## src/logic/sig_regs_defines.svh

```systemverilog
`ifndef SIG_REGS_DEFINES_SVH
`define SIG_REGS_DEFINES_SVH

// Extended register indices selected by the length field
`define XR_FIXED_SIG      3'h0
`define XR_PAIR_DATA      3'h1
`define XR_PAIR_DIR       3'h2
`define XR_THIRD          3'h3
`define XR_DEB_AUX        3'h4
`define XR_COMMON         3'h5
`define XR_FRAMING        3'h6

// Command byte layout
`define CMD_SOFT_RST_BIT  7
`define CMD_ZERO_BIT      6
`define CMD_RW_BIT        5
`define CMD_MARK_HI       4
`define CMD_MARK_LO       3
`define CMD_MARK_VALUE    2'h3

// Reset value of every extended register
`define XR_RESET          8'h00

// Common register field positions
`define CC_MCLK_HI        7
`define CC_MCLK_LO        6
`define CC_CHOP_HI        3
`define CC_CHOP_LO        2

// Framing register field positions
`define FR_DOUBLE_BIT     7
`define FR_TX_FALL_BIT    6
`define FR_RX_RISE_BIT    5
`define FR_HALF_DRV_BIT   4
`define FR_SHIFT_BIT      3
`define FR_OFFSET_HI      2

// Master clock rates in kHz, equal to master clock edges per millisecond
`define MCLK_KHZ_0        14'd1536
`define MCLK_KHZ_1        14'd2048
`define MCLK_KHZ_2        14'd4096
`define MCLK_KHZ_3        14'd8192

// Debounce step in milliseconds; the aux clock step is 1 ms
`define STEP_MS           5'd2

// Chopper synthesis from the system clock, all in kHz
`define CLK_SYS_KHZ       16'd20000
`define CHOP_512_STEP     16'd1024
`define CHOP_256_STEP     16'd512

`endif

```

## src/logic/sig_regs_pkg.sv

```systemverilog
package sig_regs_pkg;

  // Serial frame phase, one-hot
  typedef enum logic [2:0] {
    PH_CMD  = 3'b001,
    PH_DATA = 3'b010,
    PH_SKIP = 3'b100
  } phase_type;

  typedef logic [7:0] xr_byte_type;
  typedef logic [6:0] slot_type;

endpackage : sig_regs_pkg

```

## src/logic/sig_timing_if.sv

```systemverilog
`timescale 1ns/1ps
interface sig_timing_if;
  logic [1:0]  mclk_sel;
  logic [3:0]  deb_code;
  logic [3:0]  aux_code;
  logic [1:0]  chop_code;
  logic        any_up;
  logic        mclk_s;
  logic [11:0] raw;
  logic [1:0]  irq_clr;
  logic [11:0] deb_val;
  logic [1:0]  irq;
  logic        aux_clk;
  logic        chop_clk;

  modport regs (output mclk_sel, deb_code, aux_code, chop_code, any_up, mclk_s, raw, irq_clr,
                input  deb_val, irq, aux_clk, chop_clk);
  modport timing (input  mclk_sel, deb_code, aux_code, chop_code, any_up, mclk_s, raw, irq_clr,
                  output deb_val, irq, aux_clk, chop_clk);
endinterface : sig_timing_if

```

## src/logic/sig_timing.sv

```systemverilog
`timescale 1ns/1ps
`include "sig_regs_defines.svh"
module sig_timing (
  input  wire logic   clk_sys,
  input  wire logic   rst,
  sig_timing_if.timing tif
);
  import sig_regs_pkg::*;

  // Master clock edges per millisecond for the selected rate
  function automatic logic [13:0] ms_div(input logic [1:0] sel);
    unique case (sel)
      2'h0: ms_div = `MCLK_KHZ_0;
      2'h1: ms_div = `MCLK_KHZ_1;
      2'h2: ms_div = `MCLK_KHZ_2;
      2'h3: ms_div = `MCLK_KHZ_3;
    endcase
  endfunction : ms_div

  logic        mclk_d_q;
  logic [13:0] mclk_cnt_q;
  logic        ms_tick_q;
  logic [5:0]  last_q [2];
  logic [4:0]  deb_cnt_q [2];
  logic [4:0]  aux_cnt_q;
  logic        aux_q;
  logic [15:0] acc_q;
  logic        chop_q;
  logic [11:0] deb_val_q;
  logic [1:0]  irq_q;

  assign tif.deb_val  = deb_val_q;
  assign tif.irq      = irq_q;
  assign tif.aux_clk  = aux_q;
  assign tif.chop_clk = chop_q;

  // Millisecond timebase counted on master clock rising edges
  always_ff @(posedge clk_sys) begin
    if (rst) begin
      mclk_d_q   <= 1'b0;
      mclk_cnt_q <= 14'h0000;
      ms_tick_q  <= 1'b0;
    end else begin
      mclk_d_q  <= tif.mclk_s;
      ms_tick_q <= 1'b0;
      if (tif.mclk_s && !mclk_d_q) begin
        if (mclk_cnt_q >= ms_div(tif.mclk_sel) - 14'h0001) begin
          mclk_cnt_q <= 14'h0000;
          ms_tick_q  <= 1'b1;
        end else begin
          mclk_cnt_q <= mclk_cnt_q + 14'h0001;
        end
      end
    end
  end

  // Per channel pair debounce, capture and interrupt
  always_ff @(posedge clk_sys) begin
    if (rst) begin
      deb_val_q <= 12'h000;
      irq_q     <= 2'h0;
      for (int p = 0; p < 2; p++) begin
        last_q[p]    <= 6'h00;
        deb_cnt_q[p] <= 5'h00;
      end
    end else begin
      for (int p = 0; p < 2; p++) begin
        last_q[p] <= tif.raw[p*6 +: 6];
        if (tif.irq_clr[p]) irq_q[p] <= 1'b0;
        if (tif.deb_code == 4'h0) begin
          deb_val_q[p*6 +: 6] <= tif.raw[p*6 +: 6];
          deb_cnt_q[p]        <= 5'h00;
        end else if (tif.raw[p*6 +: 6] != last_q[p]) begin
          deb_cnt_q[p] <= 5'h00;
        end else if (tif.raw[p*6 +: 6] != deb_val_q[p*6 +: 6]) begin
          if (deb_cnt_q[p] >= {tif.deb_code, 1'b0}) begin
            deb_val_q[p*6 +: 6] <= tif.raw[p*6 +: 6];
            deb_cnt_q[p]        <= 5'h00;
            irq_q[p]            <= 1'b1;
          end else if (ms_tick_q) begin
            deb_cnt_q[p] <= deb_cnt_q[p] + 5'h01;
          end
        end else begin
          deb_cnt_q[p] <= 5'h00;
        end
      end
    end
  end

  // Aux clock one: half period of code milliseconds for codes 1 to 14; code 0 holds it high, code 15 holds it low
  always_ff @(posedge clk_sys) begin
    if (rst) begin
      aux_cnt_q <= 5'h00;
      aux_q     <= 1'b1;
    end else if (tif.aux_code == 4'h0) begin
      aux_cnt_q <= 5'h00;
      aux_q     <= 1'b1;
    end else if (tif.aux_code == 4'hF) begin
      aux_cnt_q <= 5'h00;
      aux_q     <= 1'b0;
    end else if (ms_tick_q) begin
      if (aux_cnt_q + 5'h01 >= {1'b0, tif.aux_code}) begin
        aux_cnt_q <= 5'h00;
        aux_q     <= ~aux_q;
      end else begin
        aux_cnt_q <= aux_cnt_q + 5'h01;
      end
    end
  end

  // Chopper clock by phase accumulation on the system clock for codes 1 and 2; code 3 toggles every cycle
  always_ff @(posedge clk_sys) begin
    if (rst) begin
      acc_q  <= 16'h0000;
      chop_q <= 1'b1;
    end else if (tif.chop_code == 2'h0 || !tif.any_up) begin
      acc_q  <= 16'h0000;
      chop_q <= 1'b1;
    end else if (tif.chop_code == 2'h3) begin
      chop_q <= ~chop_q;
    end else begin
      if (acc_q + (tif.chop_code == 2'h1 ? `CHOP_512_STEP : `CHOP_256_STEP) >= `CLK_SYS_KHZ) begin
        acc_q  <= acc_q + (tif.chop_code == 2'h1 ? `CHOP_512_STEP : `CHOP_256_STEP) - `CLK_SYS_KHZ;
        chop_q <= ~chop_q;
      end else begin
        acc_q <= acc_q + (tif.chop_code == 2'h1 ? `CHOP_512_STEP : `CHOP_256_STEP);
      end
    end
  end

endmodule : sig_timing

```

## src/logic/signaling_and_common_config_regs.sv

```systemverilog
`timescale 1ns/1ps
`include "sig_regs_defines.svh"
module signaling_and_common_config_regs #(
  parameter logic [1:0] VERSION_CODE = 2'h2  // Arbitrary silicon version value
) (
  input  wire logic                         clk_sys,
  input  wire logic                         rst,
  input  wire logic                         cs_n,
  input  wire logic                         dclk,
  input  wire logic                         din,
  output logic                              dout,
  output logic                              dout_oe_n,
  input  wire logic                         mclk,
  input  wire logic [7:0]                   prog_sig_pair_in,
  output logic      [7:0]                   prog_sig_pair_out,
  output logic      [7:0]                   prog_sig_pair_oe_n,
  input  wire logic [3:0]                   prog_sig_third_in,
  output logic      [3:0]                   prog_sig_third_out,
  output logic      [3:0]                   prog_sig_third_oe_n,
  output logic                              irq_channels_one_two,
  output logic                              irq_channels_three_four,
  output logic                              aux_clock_out_one,
  output logic                              chopper_clock_out,
  input  wire logic [3:0]                   ch_powered_up,
  input  wire logic [3:0]                   ch_tx_enable,
  input  wire logic [3:0]                   ch_tx_on_b,
  input  wire sig_regs_pkg::slot_type [3:0] ch_tx_slot,
  output logic      [3:0]                   ch_tx_disable,
  output logic                              pcm_double_clock,
  output logic                              tx_start_falling,
  output logic                              rx_sample_rising,
  output logic                              last_bit_half_drive,
  output logic                              highway_shift_one,
  output logic      [2:0]                   slot_offset
);
  import sig_regs_pkg::*;

  // True when channel ch and another enabled channel share a slot on the given highway
  function automatic logic slot_clash(input logic [3:0] en, input logic [3:0] on_b,
                                      input slot_type [3:0] slot, input logic hwy_b, input int ch);
    slot_clash = 1'b0;
    for (int o = 0; o < 4; o++) begin
      if (o != ch && en[o] && en[ch] && on_b[o] == hwy_b && on_b[ch] == hwy_b && slot[o] == slot[ch])
        slot_clash = 1'b1;
    end
  endfunction : slot_clash

  sig_timing_if tif ();

  phase_type   phase_q;
  logic [1:0]  cs_sync_q;
  logic [2:0]  dclk_sync_q;
  logic [1:0]  din_sync_q;
  logic [1:0]  mclk_sync_q;
  logic [7:0]  pair_s1_q;
  logic [7:0]  pair_s2_q;
  logic [3:0]  third_s1_q;
  logic [3:0]  third_s2_q;
  logic [2:0]  bit_cnt_q;
  logic [7:0]  rx_sh_q;
  logic [7:0]  tx_sh_q;
  logic        rw_q;
  logic [2:0]  idx_q;
  logic        soft_rst_q;
  logic        dclk_rise;
  logic        dclk_fall;
  logic        cs_act;
  logic        byte_done;
  logic [7:0]  rx_byte;
  logic [2:0]  next_idx;
  logic        do_write;
  logic        do_load;
  logic        reg_rst;
  xr_byte_type pair_data_q;
  xr_byte_type pair_dir_q;
  xr_byte_type third_q;
  xr_byte_type deb_aux_q;
  xr_byte_type common_q;
  xr_byte_type framing_q;
  logic        coll_a_q;
  logic        coll_b_q;
  logic [7:0]  pair_rd;
  logic [3:0]  third_rd;
  xr_byte_type rd_val;
  logic [1:0]  irq_clr;

  // Synchronisers for every pin input
  always_ff @(posedge clk_sys) begin
    if (rst) begin
      cs_sync_q   <= 2'h3;
      dclk_sync_q <= 3'h0;
      din_sync_q  <= 2'h0;
      mclk_sync_q <= 2'h0;
      pair_s1_q   <= 8'h00;
      pair_s2_q   <= 8'h00;
      third_s1_q  <= 4'h0;
      third_s2_q  <= 4'h0;
    end else begin
      cs_sync_q   <= {cs_sync_q[0], cs_n};
      dclk_sync_q <= {dclk_sync_q[1:0], dclk};
      din_sync_q  <= {din_sync_q[0], din};
      mclk_sync_q <= {mclk_sync_q[0], mclk};
      pair_s1_q   <= prog_sig_pair_in;
      pair_s2_q   <= pair_s1_q;
      third_s1_q  <= prog_sig_third_in;
      third_s2_q  <= third_s1_q;
    end
  end

  // Serial port edges and byte assembly
  assign cs_act    = !cs_sync_q[1];
  assign dclk_rise = dclk_sync_q[1] && !dclk_sync_q[2];
  assign dclk_fall = !dclk_sync_q[1] && dclk_sync_q[2];
  assign byte_done = cs_act && dclk_rise && bit_cnt_q == 3'h7;
  assign rx_byte   = {rx_sh_q[6:0], din_sync_q[1]};
  assign next_idx  = (phase_q == PH_CMD) ? rx_byte[2:0] : idx_q - 3'h1;
  assign do_write  = byte_done && phase_q == PH_DATA && !rw_q;
  assign reg_rst   = rst || soft_rst_q;

  // Read-load happens when the byte that precedes a register completes
  always_comb begin
    do_load = 1'b0;
    if (byte_done && phase_q == PH_CMD)
      do_load = rx_byte[`CMD_ZERO_BIT] == 1'b0 && rx_byte[`CMD_MARK_HI:`CMD_MARK_LO] == `CMD_MARK_VALUE
                && rx_byte[`CMD_RW_BIT];
    else if (byte_done && phase_q == PH_DATA)
      do_load = rw_q && idx_q != 3'h0;
  end

  // Frame phase, length and direction tracking
  always_ff @(posedge clk_sys) begin
    if (rst || !cs_act) begin
      phase_q    <= PH_CMD;
      bit_cnt_q  <= 3'h0;
      rx_sh_q    <= 8'h00;
      rw_q       <= 1'b0;
      idx_q      <= 3'h0;
      soft_rst_q <= 1'b0;
    end else begin
      soft_rst_q <= 1'b0;
      if (dclk_rise) begin
        rx_sh_q   <= rx_byte;
        bit_cnt_q <= bit_cnt_q + 3'h1;
      end
      if (byte_done) begin
        unique case (phase_q)
          PH_CMD: begin
            if (rx_byte[`CMD_ZERO_BIT] == 1'b0 && rx_byte[`CMD_MARK_HI:`CMD_MARK_LO] == `CMD_MARK_VALUE) begin
              rw_q       <= rx_byte[`CMD_RW_BIT];
              idx_q      <= rx_byte[2:0];
              soft_rst_q <= rx_byte[`CMD_SOFT_RST_BIT];
              phase_q    <= PH_DATA;
            end else begin
              phase_q <= PH_SKIP;
            end
          end
          PH_DATA: begin
            idx_q <= next_idx;
            if (idx_q == 3'h0) phase_q <= PH_SKIP;
          end
          PH_SKIP: phase_q <= PH_SKIP;
        endcase
      end
    end
  end

  // Read value: inputs show captured level, outputs their latch
  always_comb begin
    pair_rd  = (pair_dir_q & pair_data_q) | (~pair_dir_q & {tif.deb_val[11:8], tif.deb_val[5:2]});
    third_rd = (third_q[3:0] & third_q[7:4]) | (~third_q[3:0] & {tif.deb_val[7:6], tif.deb_val[1:0]});
    unique case (next_idx)
      `XR_PAIR_DATA: rd_val = pair_rd;
      `XR_PAIR_DIR:  rd_val = pair_dir_q;
      `XR_THIRD:     rd_val = {third_rd, third_q[3:0]};
      `XR_DEB_AUX:   rd_val = deb_aux_q;
      `XR_COMMON:    rd_val = {common_q[`CC_MCLK_HI:`CC_MCLK_LO], coll_a_q, coll_b_q,
                               common_q[`CC_CHOP_HI:`CC_CHOP_LO], VERSION_CODE};
      `XR_FRAMING:   rd_val = framing_q;
      default:       rd_val = 8'h00;
    endcase
  end

  // Reading pair data or third-pin data clears both pair interrupts
  assign irq_clr = (do_load && (next_idx == `XR_PAIR_DATA || next_idx == `XR_THIRD)) ? 2'h3 : 2'h0;

  // Read data shifter, changes on falling serial clock
  always_ff @(posedge clk_sys) begin
    if (rst) begin
      tx_sh_q   <= 8'h00;
      dout      <= 1'b0;
      dout_oe_n <= 1'b1;
    end else begin
      dout_oe_n <= !(cs_act && (phase_q == PH_DATA || do_load) && (rw_q || do_load));
      if (do_load) begin
        tx_sh_q <= rd_val;
      end else if (cs_act && dclk_fall) begin
        dout    <= tx_sh_q[7];
        tx_sh_q <= {tx_sh_q[6:0], 1'b0};
      end
    end
  end

  // Pin data and direction registers
  always_ff @(posedge clk_sys) begin
    if (reg_rst) begin
      pair_data_q <= `XR_RESET;
      pair_dir_q  <= `XR_RESET;
      third_q     <= `XR_RESET;
    end else if (do_write) begin
      if (idx_q == `XR_PAIR_DATA) pair_data_q <= rx_byte;
      if (idx_q == `XR_PAIR_DIR) pair_dir_q <= rx_byte;
      if (idx_q == `XR_THIRD) third_q <= rx_byte;
    end
  end

  // Configuration registers
  always_ff @(posedge clk_sys) begin
    if (reg_rst) begin
      deb_aux_q <= `XR_RESET;
      common_q  <= `XR_RESET;
      framing_q <= `XR_RESET;
    end else if (do_write) begin
      if (idx_q == `XR_DEB_AUX) deb_aux_q <= rx_byte;
      if (idx_q == `XR_COMMON) common_q <= rx_byte & 8'hCC;
      if (idx_q == `XR_FRAMING) framing_q <= rx_byte;
    end
  end

  // Pin drivers: enable is low while the pin is an output
  always_ff @(posedge clk_sys) begin
    if (reg_rst) begin
      prog_sig_pair_out   <= 8'h00;
      prog_sig_pair_oe_n  <= 8'hFF;
      prog_sig_third_out  <= 4'h0;
      prog_sig_third_oe_n <= 4'hF;
    end else begin
      prog_sig_pair_out   <= pair_data_q & pair_dir_q;
      prog_sig_pair_oe_n  <= ~pair_dir_q;
      prog_sig_third_out  <= third_q[7:4] & third_q[3:0];
      prog_sig_third_oe_n <= ~third_q[3:0];
    end
  end

  // Collision detection per highway
  always_ff @(posedge clk_sys) begin
    if (rst) begin
      coll_a_q      <= 1'b0;
      coll_b_q      <= 1'b0;
      ch_tx_disable <= 4'h0;
    end else begin
      coll_a_q <= 1'b0;
      coll_b_q <= 1'b0;
      for (int c = 0; c < 4; c++) begin
        ch_tx_disable[c] <= slot_clash(ch_tx_enable, ch_tx_on_b, ch_tx_slot, 1'b0, c)
                          | slot_clash(ch_tx_enable, ch_tx_on_b, ch_tx_slot, 1'b1, c);
        if (slot_clash(ch_tx_enable, ch_tx_on_b, ch_tx_slot, 1'b0, c)) coll_a_q <= 1'b1;
        if (slot_clash(ch_tx_enable, ch_tx_on_b, ch_tx_slot, 1'b1, c)) coll_b_q <= 1'b1;
      end
    end
  end

  // Highway framing controls
  always_ff @(posedge clk_sys) begin
    if (rst) begin
      pcm_double_clock    <= 1'b0;
      tx_start_falling    <= 1'b0;
      rx_sample_rising    <= 1'b0;
      last_bit_half_drive <= 1'b0;
      highway_shift_one   <= 1'b0;
      slot_offset         <= 3'h0;
    end else begin
      pcm_double_clock    <= framing_q[`FR_DOUBLE_BIT];
      tx_start_falling    <= framing_q[`FR_TX_FALL_BIT];
      rx_sample_rising    <= framing_q[`FR_RX_RISE_BIT];
      last_bit_half_drive <= framing_q[`FR_HALF_DRV_BIT] && !framing_q[`FR_DOUBLE_BIT];
      highway_shift_one   <= framing_q[`FR_SHIFT_BIT] && framing_q[`FR_DOUBLE_BIT];
      slot_offset         <= framing_q[`FR_OFFSET_HI:0];
    end
  end

  // Timing block hookup
  assign tif.mclk_sel  = common_q[`CC_MCLK_HI:`CC_MCLK_LO];
  assign tif.deb_code  = deb_aux_q[7:4];
  assign tif.aux_code  = deb_aux_q[3:0];
  assign tif.chop_code = common_q[`CC_CHOP_HI:`CC_CHOP_LO];
  assign tif.any_up    = |ch_powered_up;
  assign tif.mclk_s    = mclk_sync_q[1];
  assign tif.raw       = {pair_s2_q[7:4] & ~pair_dir_q[7:4], third_s2_q[3:2] & ~third_q[3:2],
                          pair_s2_q[3:0] & ~pair_dir_q[3:0], third_s2_q[1:0] & ~third_q[1:0]};
  assign tif.irq_clr   = irq_clr;

  sig_timing u_timing (
    .clk_sys (clk_sys),
    .rst     (reg_rst),
    .tif     (tif)
  );

  // Outputs taken from timing flops
  assign irq_channels_one_two    = tif.irq[0];
  assign irq_channels_three_four = tif.irq[1];
  assign aux_clock_out_one       = tif.aux_clk;
  assign chopper_clock_out       = tif.chop_clk;

endmodule : signaling_and_common_config_regs
```

## config.mk

```make
export PLATFORM = sky130hd
export DESIGN_NAME = signaling_and_common_config_regs
export DESIGN_NICKNAME = d
export VERILOG_FILES = /design/src/logic/sig_regs_pkg.sv /design/src/logic/sig_timing_if.sv /design/src/logic/sig_timing.sv /design/src/logic/signaling_and_common_config_regs.sv
export VERILOG_INCLUDE_DIRS = /design/src /design/src/logic
export SDC_FILE = /design/constraint.sdc
export NUM_CORES = 1
export LEC_CHECK = 0
export ABC_AREA = 1
export BUFFER_PORTS_ARGS = -buffer_cell sky130_fd_sc_hd__buf_2
export CORE_AREA = 2 2 205 167
export DETAILED_ROUTE_END_ITERATION = 10
export DIE_AREA = 0 0 207 169
export GPL_TIMING_DRIVEN = 0
export SYNTH_ARGS = -nofsm -noshare
export SYNTH_HDL_FRONTEND = slang
export SYNTH_SLANG_ARGS = --single-unit
```

## constraint.sdc

```tcl
create_clock -name clk_sys -period 2.5 [get_ports clk_sys]
set_input_delay 0.5 -clock clk_sys [delete_from_list [all_inputs] [get_ports clk_sys]]
set_output_delay 0.5 -clock clk_sys [all_outputs]
set_load 0.01 [all_outputs]
```

**Word level (Yosys, flattened, before mapping)**

Memory sizes are Yosys's and may differ from the RTL's.
Cells that the tools add are included.

- Flip-flop bits (word level): 196
- RAM bits: 22
- Input port bits: 58
- Output and inout bits: 42
- Word-level logic and storage cells: 436
- Memories kept: 2

- $add $sub $neg: 9
- $lt $le $gt $ge: 5
- Eq/ne operators: 43
- Multiplexer cells: 144
- Bitwise gates (word level): 44
- Reductions and logical operators: 143

Memories:

| memory | depth | width | rd ports | clocked after Yosys merged registers in | wr ports | RTL line | source |
|---|---|---|---|---|---|---|---|
| u_timing.last_q | 2 | 6 | 2 | 0 | 2 | sig_timing.sv:23 | `logic [5:0] last_q [2];` |
| u_timing.deb_cnt_q | 2 | 5 | 2 | 0 | 2 | sig_timing.sv:24 | `logic [4:0] deb_cnt_q [2];` |

Operator list:

| cell | number |
|---|---|
| $mux 1 | 107 |
| $logic_and 1x1->1 | 95 |
| $eq 7x7->1 | 12 |
| $mux 6 | 10 |
| $pmux 14 s4 | 1 |
| $mux 5 | 11 |
| $pmux 8 s6 | 1 |
| $mux 14 | 3 |
| $eq 3x3->1 const B | 8 |
| $ne 6x6->1 | 4 |
| $reduce_and 2->1 | 9 |
| $reduce_bool 2->1 | 9 |
| $add 16x16->16 | 1 |
| $and 4x4->4 | 4 |
| $and 8x8->8 | 2 |
| $ge 16x15->1 const B | 1 |
| $mux 16 | 1 |
| $mux 8 | 2 |
| $or 1x1->1 | 16 |
| $sub 16x15->16 const B | 1 |
| $add 5x1->5 const B | 3 |
| $eq 3x2->1 const B | 5 |
| $add 14x1->14 const B | 1 |
| $ge 14x14->1 | 1 |
| other kinds (32) | 80 |

**Longest topological paths before layout**

- Depth after elaboration: 14
- Mapped depth: 19
- Depth with buffers taken out: 18

**By module**

Synthesis repeated with hierarchy kept, for this count alone.

- Cell total of the unflattened synthesis: 1,417
- Area, all modules: 10,435.0 µm²

By module, submodules not included:

| module | times used | cells each | area an instance (µm²) | seq. area each (µm²) |
|---|---|---|---|---|
| signaling_and_common_config_regs | 1 | 821 | 6,257.3 | 2,862.7 |
| sig_timing | 1 | 596 | 4,177.8 | 1,501.4 |

**Least setup slack after synthesis**

Ideal clock, no wire load.

- Kind: register to register
- From: reg common_q[2]
- To: reg u_timing.chop_q (netlist: u_timing.tif.chop_clk)
- Setup time: 129 ps
- Arrival time: 2,323 ps
- Data required time: 2,371 ps
- Path slack: 48 ps
- Stages on the path, launching flop included: 18
- Buffers on the path: 1
- Clock period less this slack: 2,452 ps
- Path through: dfxtp_1 inv_1 nor2_1 inv_1 ha_1 inv_1 fa_1 inv_1 nand2_1 inv_1 nand3_1 nand3_1 nand2_1 nand3_1 buf_4 nor2_1 nand2_1 nand3_1

- Longest elaborated chain between the ends: 5
- Elaborated cells on any way between the ends: 10
- Those cells by class: add/sub (1); order compare (1); eq/ne (2); mux (2); reduce/logical (4)

RTL lines:

| element | RTL line | source |
|---|---|---|
| start, declared | signaling_and_common_config_regs.sv:78 | `xr_byte_type common_q;` |
| start signal, assigned | signaling_and_common_config_regs.sv:220 | `` common_q <= `XR_RESET; `` |
| start signal, assigned | signaling_and_common_config_regs.sv:224 | `` if (idx_q == `XR_COMMON) common_q <= rx_byte & 8'hCC; `` |
| $eq 2x1->1 | sig_timing.sv:122 | `` if (acc_q + (tif.chop_code == 2'h1 ? `CHOP_512_STEP : `CHOP_256_STEP) >= `CLK_SYS_KHZ) begin `` |
| $mux 11 (no line) | -- |  |
| $add 16x16->16 | sig_timing.sv:122 |  |
| $ge 16x15->1 (no line) | -- |  |
| $reduce_bool 2->1 (no line) | -- |  |
| end signal, assigned | sig_timing.sv:120 | `chop_q <= ~chop_q;` |
| end signal, assigned | sig_timing.sv:124 | `chop_q <= ~chop_q;` |
| end, declared | sig_timing.sv:28 | `logic chop_q;` |

Parallel ways exist; a longest one is shown, timed or not.
A chain may end at the register's enable or synchronous reset.

**Final worst setup path**

- From: reg common_q[2]
- To: reg u_timing.acc_q[11]

- Longest elaborated chain between the ends: 5
- Elaborated cells on any way between the ends: 10
- Those cells by class: add/sub (2); order compare (1); eq/ne (2); mux (2); reduce/logical (3)

RTL lines:

| element | RTL line | source |
|---|---|---|
| $eq 2x1->1 | sig_timing.sv:122, sig_timing.sv:123, sig_timing.sv:126 |  |
| $mux 11 (no line) | -- |  |
| $add 16x16->16 | sig_timing.sv:122, sig_timing.sv:123, sig_timing.sv:126 |  |
| $sub 16x15->16 (no line) or $ge 16x15->1 (tied branches) | -- |  |
| $mux 16 | sig_timing.sv:122 |  |
| end signal, assigned | sig_timing.sv:123 | `` acc_q <= acc_q + (tif.chop_code == 2'h1 ? `CHOP_512_STEP : `CHOP_256_STEP) - `CLK_SYS_KHZ; `` |
| end signal, assigned | sig_timing.sv:126 | `` acc_q <= acc_q + (tif.chop_code == 2'h1 ? `CHOP_512_STEP : `CHOP_256_STEP); `` |
| end, declared | sig_timing.sv:27 | `logic [15:0] acc_q;` |

Parallel ways exist; a longest one is shown, timed or not.

==> impl_metrics.toml <==
[run_status]
result_of_the_run = "finished clean"

[drt]
detailroute.via_count = 9108
post_drt_via_cell_ratio = 4.71
wl_per_cell_um = 15.1
totalWireLength_um = 29200
firstDrtPassIters = 5
drt_iter0_markers = 677
antenna_violating_nets_post_route = 0
detail_route.drc_violations = 0

[sta]
timing.final.crit_period_ps = 2400
min_period_over_period_pct = 95.8
skew_ps = 15.6
maxClockFrequency_ghz = 0.417
hold_viol_final = 0
timing.max_slew.rel_slack_pct = 47.4
fin_tns_setup_ps = 0
final-setup-viol-count = 0
max_slew.worst_pin.slew_ps = 789
timing.hold.ws_ps = 194
timing.final.max_slew_violations = 0
rsz0062_at_grt = "yes"

[worst_setup_path]
crit_path_start_kind = "flop"
cpMaxStageDelayCell = "sky130_fd_sc_hd__fa_2"
path_common_cell = "sky130_fd_sc_hd__inv_2"
path_cells = "inv_2 -> nor2_4 -> inv_2 -> ha_4 -> inv_2 -> fa_2 -> inv_2 -> nand2_4 -> nor3_4 -> xor2_2 -> inv_2 -> nand3_4 -> clkbuf_16 -> nand2_1 -> nand3_1 -> nand2_1 -> inv_1"
setup.worst_path.end_class = "flop"
setup.worst_path.class = "reg -> reg"
timing.critical_path.slowest_cell_delay_ps = 400
required_ps = 2900
worstPathArrival_ps = 2790
maximum_fanout_encountered_on_the_critical_timing_path = 7

[min_path]
holdCritPathClass = "in -> reg"

[global_route]
grt_start_max_net_pins = 14
grt_overflow = 0
grt_first_pass_wirelength_um = 45900
grt_antenna_before_repair = 0
grt_usage_pct = 16.1
vias_in_the_first_global_route = 8580

[power_and_ir_drop]
pwr_density_cell_nw_per_um2 = 588
power.ir.vdd_worst_mv = 0.310
static-leakage-power_nw = 5.33
power_w = 0.00712

[placement]
globalplace.congestion = 0.943
port_buffers = 98
dp.final_hpwl_um = 22000

[synth]
postSynthRegisterBits = 213
synthDistinctLibCells = 43
synth-edff-count = 10
dominant_register_cell_in_the_synthesized_netlist = "sky130_fd_sc_hd__dfxtp_1"
netlist_area_before_placement_um2 = 10100
syn-num-nets = 1440
post_synth.cell_area_avg_um2 = 7.48
syn-instance-count = 1351
synth_seq_area_share_pct = 43.2
synth_warnings = 0
async_flop_share_pct = 0

[clock_network]
number_of_buffers_created_by_cts = 23
cts.htree.levels = 1
numClockSinks = 213
clock_insertion_delay_worst_skew_ps = 510
cts.clk_slew.worst_paths_ps = 60
cts_tree = "yes"
cts-root-to-sink-buffers = 3
cts.root.buffer_cell = "sky130_fd_sc_hd__clkbuf_16"

[die]
die_height_um = 169
core_area_um2 = 33000
floorplan.initialDensity_pct = 30.6
die-area_um2 = 35000
top_level_ports = 100
die_w_um = 207
row_count = 60

[finish]
flow.area_growth_from_synthesis_pct = 19.7
drive_gt1_share_pct = 14.4
layout.core_utilization_pct = 36.6
final_nets = 1576
n_antenna_cell = 0
num-fill-cells = 3485

[flow_run]
maxCapViolations = 0
path summary, 6_finish.rpt:
| check | from | endpoint | slack [ps] | depth (start not counted) |
|---|---|---|---|---|
| max | common_q[2]$_SDFFE_PN0P_ | u_timing.acc_q[11]$_SDFFE_PP0P_ | 100 | 17 |
| min | prog_sig_pair_in[1] | pair_s1_q[1]$_SDFF_PP0_ | 190 | 3 |
| max reg2reg | common_q[2]$_SDFFE_PN0P_ | u_timing.acc_q[11]$_SDFFE_PP0P_ | 100 | 17 |
| min reg2reg | pair_s1_q[3]$_SDFF_PP0_ | pair_s2_q[3]$_SDFF_PP0_ | 400 | 2 |
layer usage:
metal | GRT usage [%] | vias to the layer above | share of wire, %
li1 | - | 4632 | -
met1 | 23.8 | 4175 | 50
met2 | 24.5 | 260 | 41
met3 | 2.82 | 41 | 6.6
met4 | 3.39 | 0 | 1.9
met5 | 0 | - | 0
cell type report:
cell class	instances	area, um2	share of cell area, %
inverters	172	646	5.34
clock inverters	7	61.3	0.507
clock buffers	32	649	5.37
well taps	434	543	4.49
plain buffers	39	208	1.72
multi-input cells	927	5010	41.4
flip-flops and latches	213	4370	36.1
repair buffers	111	606	5.01
cells in the final DEF (no fill, tap or decap), drive strengths merged, types with 2 or more instances in the layout:
cell,n
clkbuf,56
o21ai,85
inv,171
a21oi,94
nor2,203
clkinv,7
xnor2,29
nor3,40
edfxtp,10
o21bai,4
nand2,227
nor3b,4
ha,30
dfxtp,203
xor2,60
nand3b,2
nand4,49
or2,3
a211oi,3
nor4,4
buf,126
nand3,85
critical path: cells and delay by family (launching register included):
kind | cells | cell delay (ps)
flip-flops | 1 | 320
AND/OR/NAND/NOR | 7 | 680
adder cells (fa/ha/maj) | 2 | 530
buffers and inverters | 7 | 630
XOR/XNOR | 1 | 120
per-stage QoR:
step           cells  worst slack (ps)  area (um2)
4_1_cts         1928              5.84       11900
3_5_place_dp    1883              -417       11100
2_1_floorplan   1351              48.2       10100
6_report        1935               104       12100
5_1_grt         1935             -34.8       12100
3_3_place_gp    1883              -387       11100
what timing repair did:
action,4_1_cts,5_1_grt
buffers inserted,6,7
setup endpoints to repair,11,23
hold buffers,0,0
cloned,0,1
resized for setup,15,27
pin swaps,3,16
kinds of logic (layout without fill, tap and decap cells):
family | count (synthesis) | in the layout | share of synthesized area (%)
xor gates and xnor gates | 89 | 89 | 7.72
buffers and inverters | 211 | 361 | 8.37
and+or+nand+nor | 617 | 617 | 27.0
AOI/OAI and AO/OA | 190 | 190 | 9.80
DFF | 213 | 213 | 43.2
adders and majority gates | 31 | 31 | 3.91
sequential cells by signal, indices dropped and copies added (netlist names), 10 cells and up:
signal and count:
u_timing.last_q 12, u_timing.acc_q 11, u_timing.tif.deb_val 12, u_timing.deb_cnt_q 10, u_timing.mclk_cnt_q 14
Yosys cell counts, types with 3 or more instances:
library cell               number  share of area, %
sky130_fd_sc_hd__nor2_2         3              0.19
sky130_fd_sc_hd__dfxtp_1      203                40
sky130_fd_sc_hd__o21ai_1        9              0.45
sky130_fd_sc_hd__inv_2          3              0.11
sky130_fd_sc_hd__ha_1          30               3.7
sky130_fd_sc_hd__xor2_1        60               5.2
sky130_fd_sc_hd__nor2_1       197               7.3
sky130_fd_sc_hd__nand2_2        4              0.25
sky130_fd_sc_hd__buf_2          9              0.45
sky130_fd_sc_hd__nand2_1      221               8.2
sky130_fd_sc_hd__nand3_1       84               4.2
sky130_fd_sc_hd__a211oi_1       3              0.22
sky130_fd_sc_hd__inv_1        167               6.2
sky130_fd_sc_hd__edfxtp_1      10               3.0
sky130_fd_sc_hd__o21bai_1       4              0.30
sky130_fd_sc_hd__nor3_1        39               1.9
sky130_fd_sc_hd__clkbuf_1      22              0.82
sky130_fd_sc_hd__o21ai_0       74               3.7
sky130_fd_sc_hd__nor3b_1        4              0.30
sky130_fd_sc_hd__a21oi_1       93               4.6
sky130_fd_sc_hd__buf_6          5              0.56
sky130_fd_sc_hd__nor4_1         4              0.25
sky130_fd_sc_hd__xnor2_1       29               2.5
sky130_fd_sc_hd__nand4_1       49               3.0
where the power goes:
part / leakage [nW] / switching, W / internal, W / total [W]
registers: 1.77 / 0.0000220 / 0.00345 / 0.00348
logic: 3.20 / 0.000246 / 0.000136 / 0.000381
clock network: 0.356 / 0.00135 / 0.00191 / 0.00326
total: 5.33 / 0.00162 / 0.00550 / 0.00712
Power figures use the tool's default switching activity.
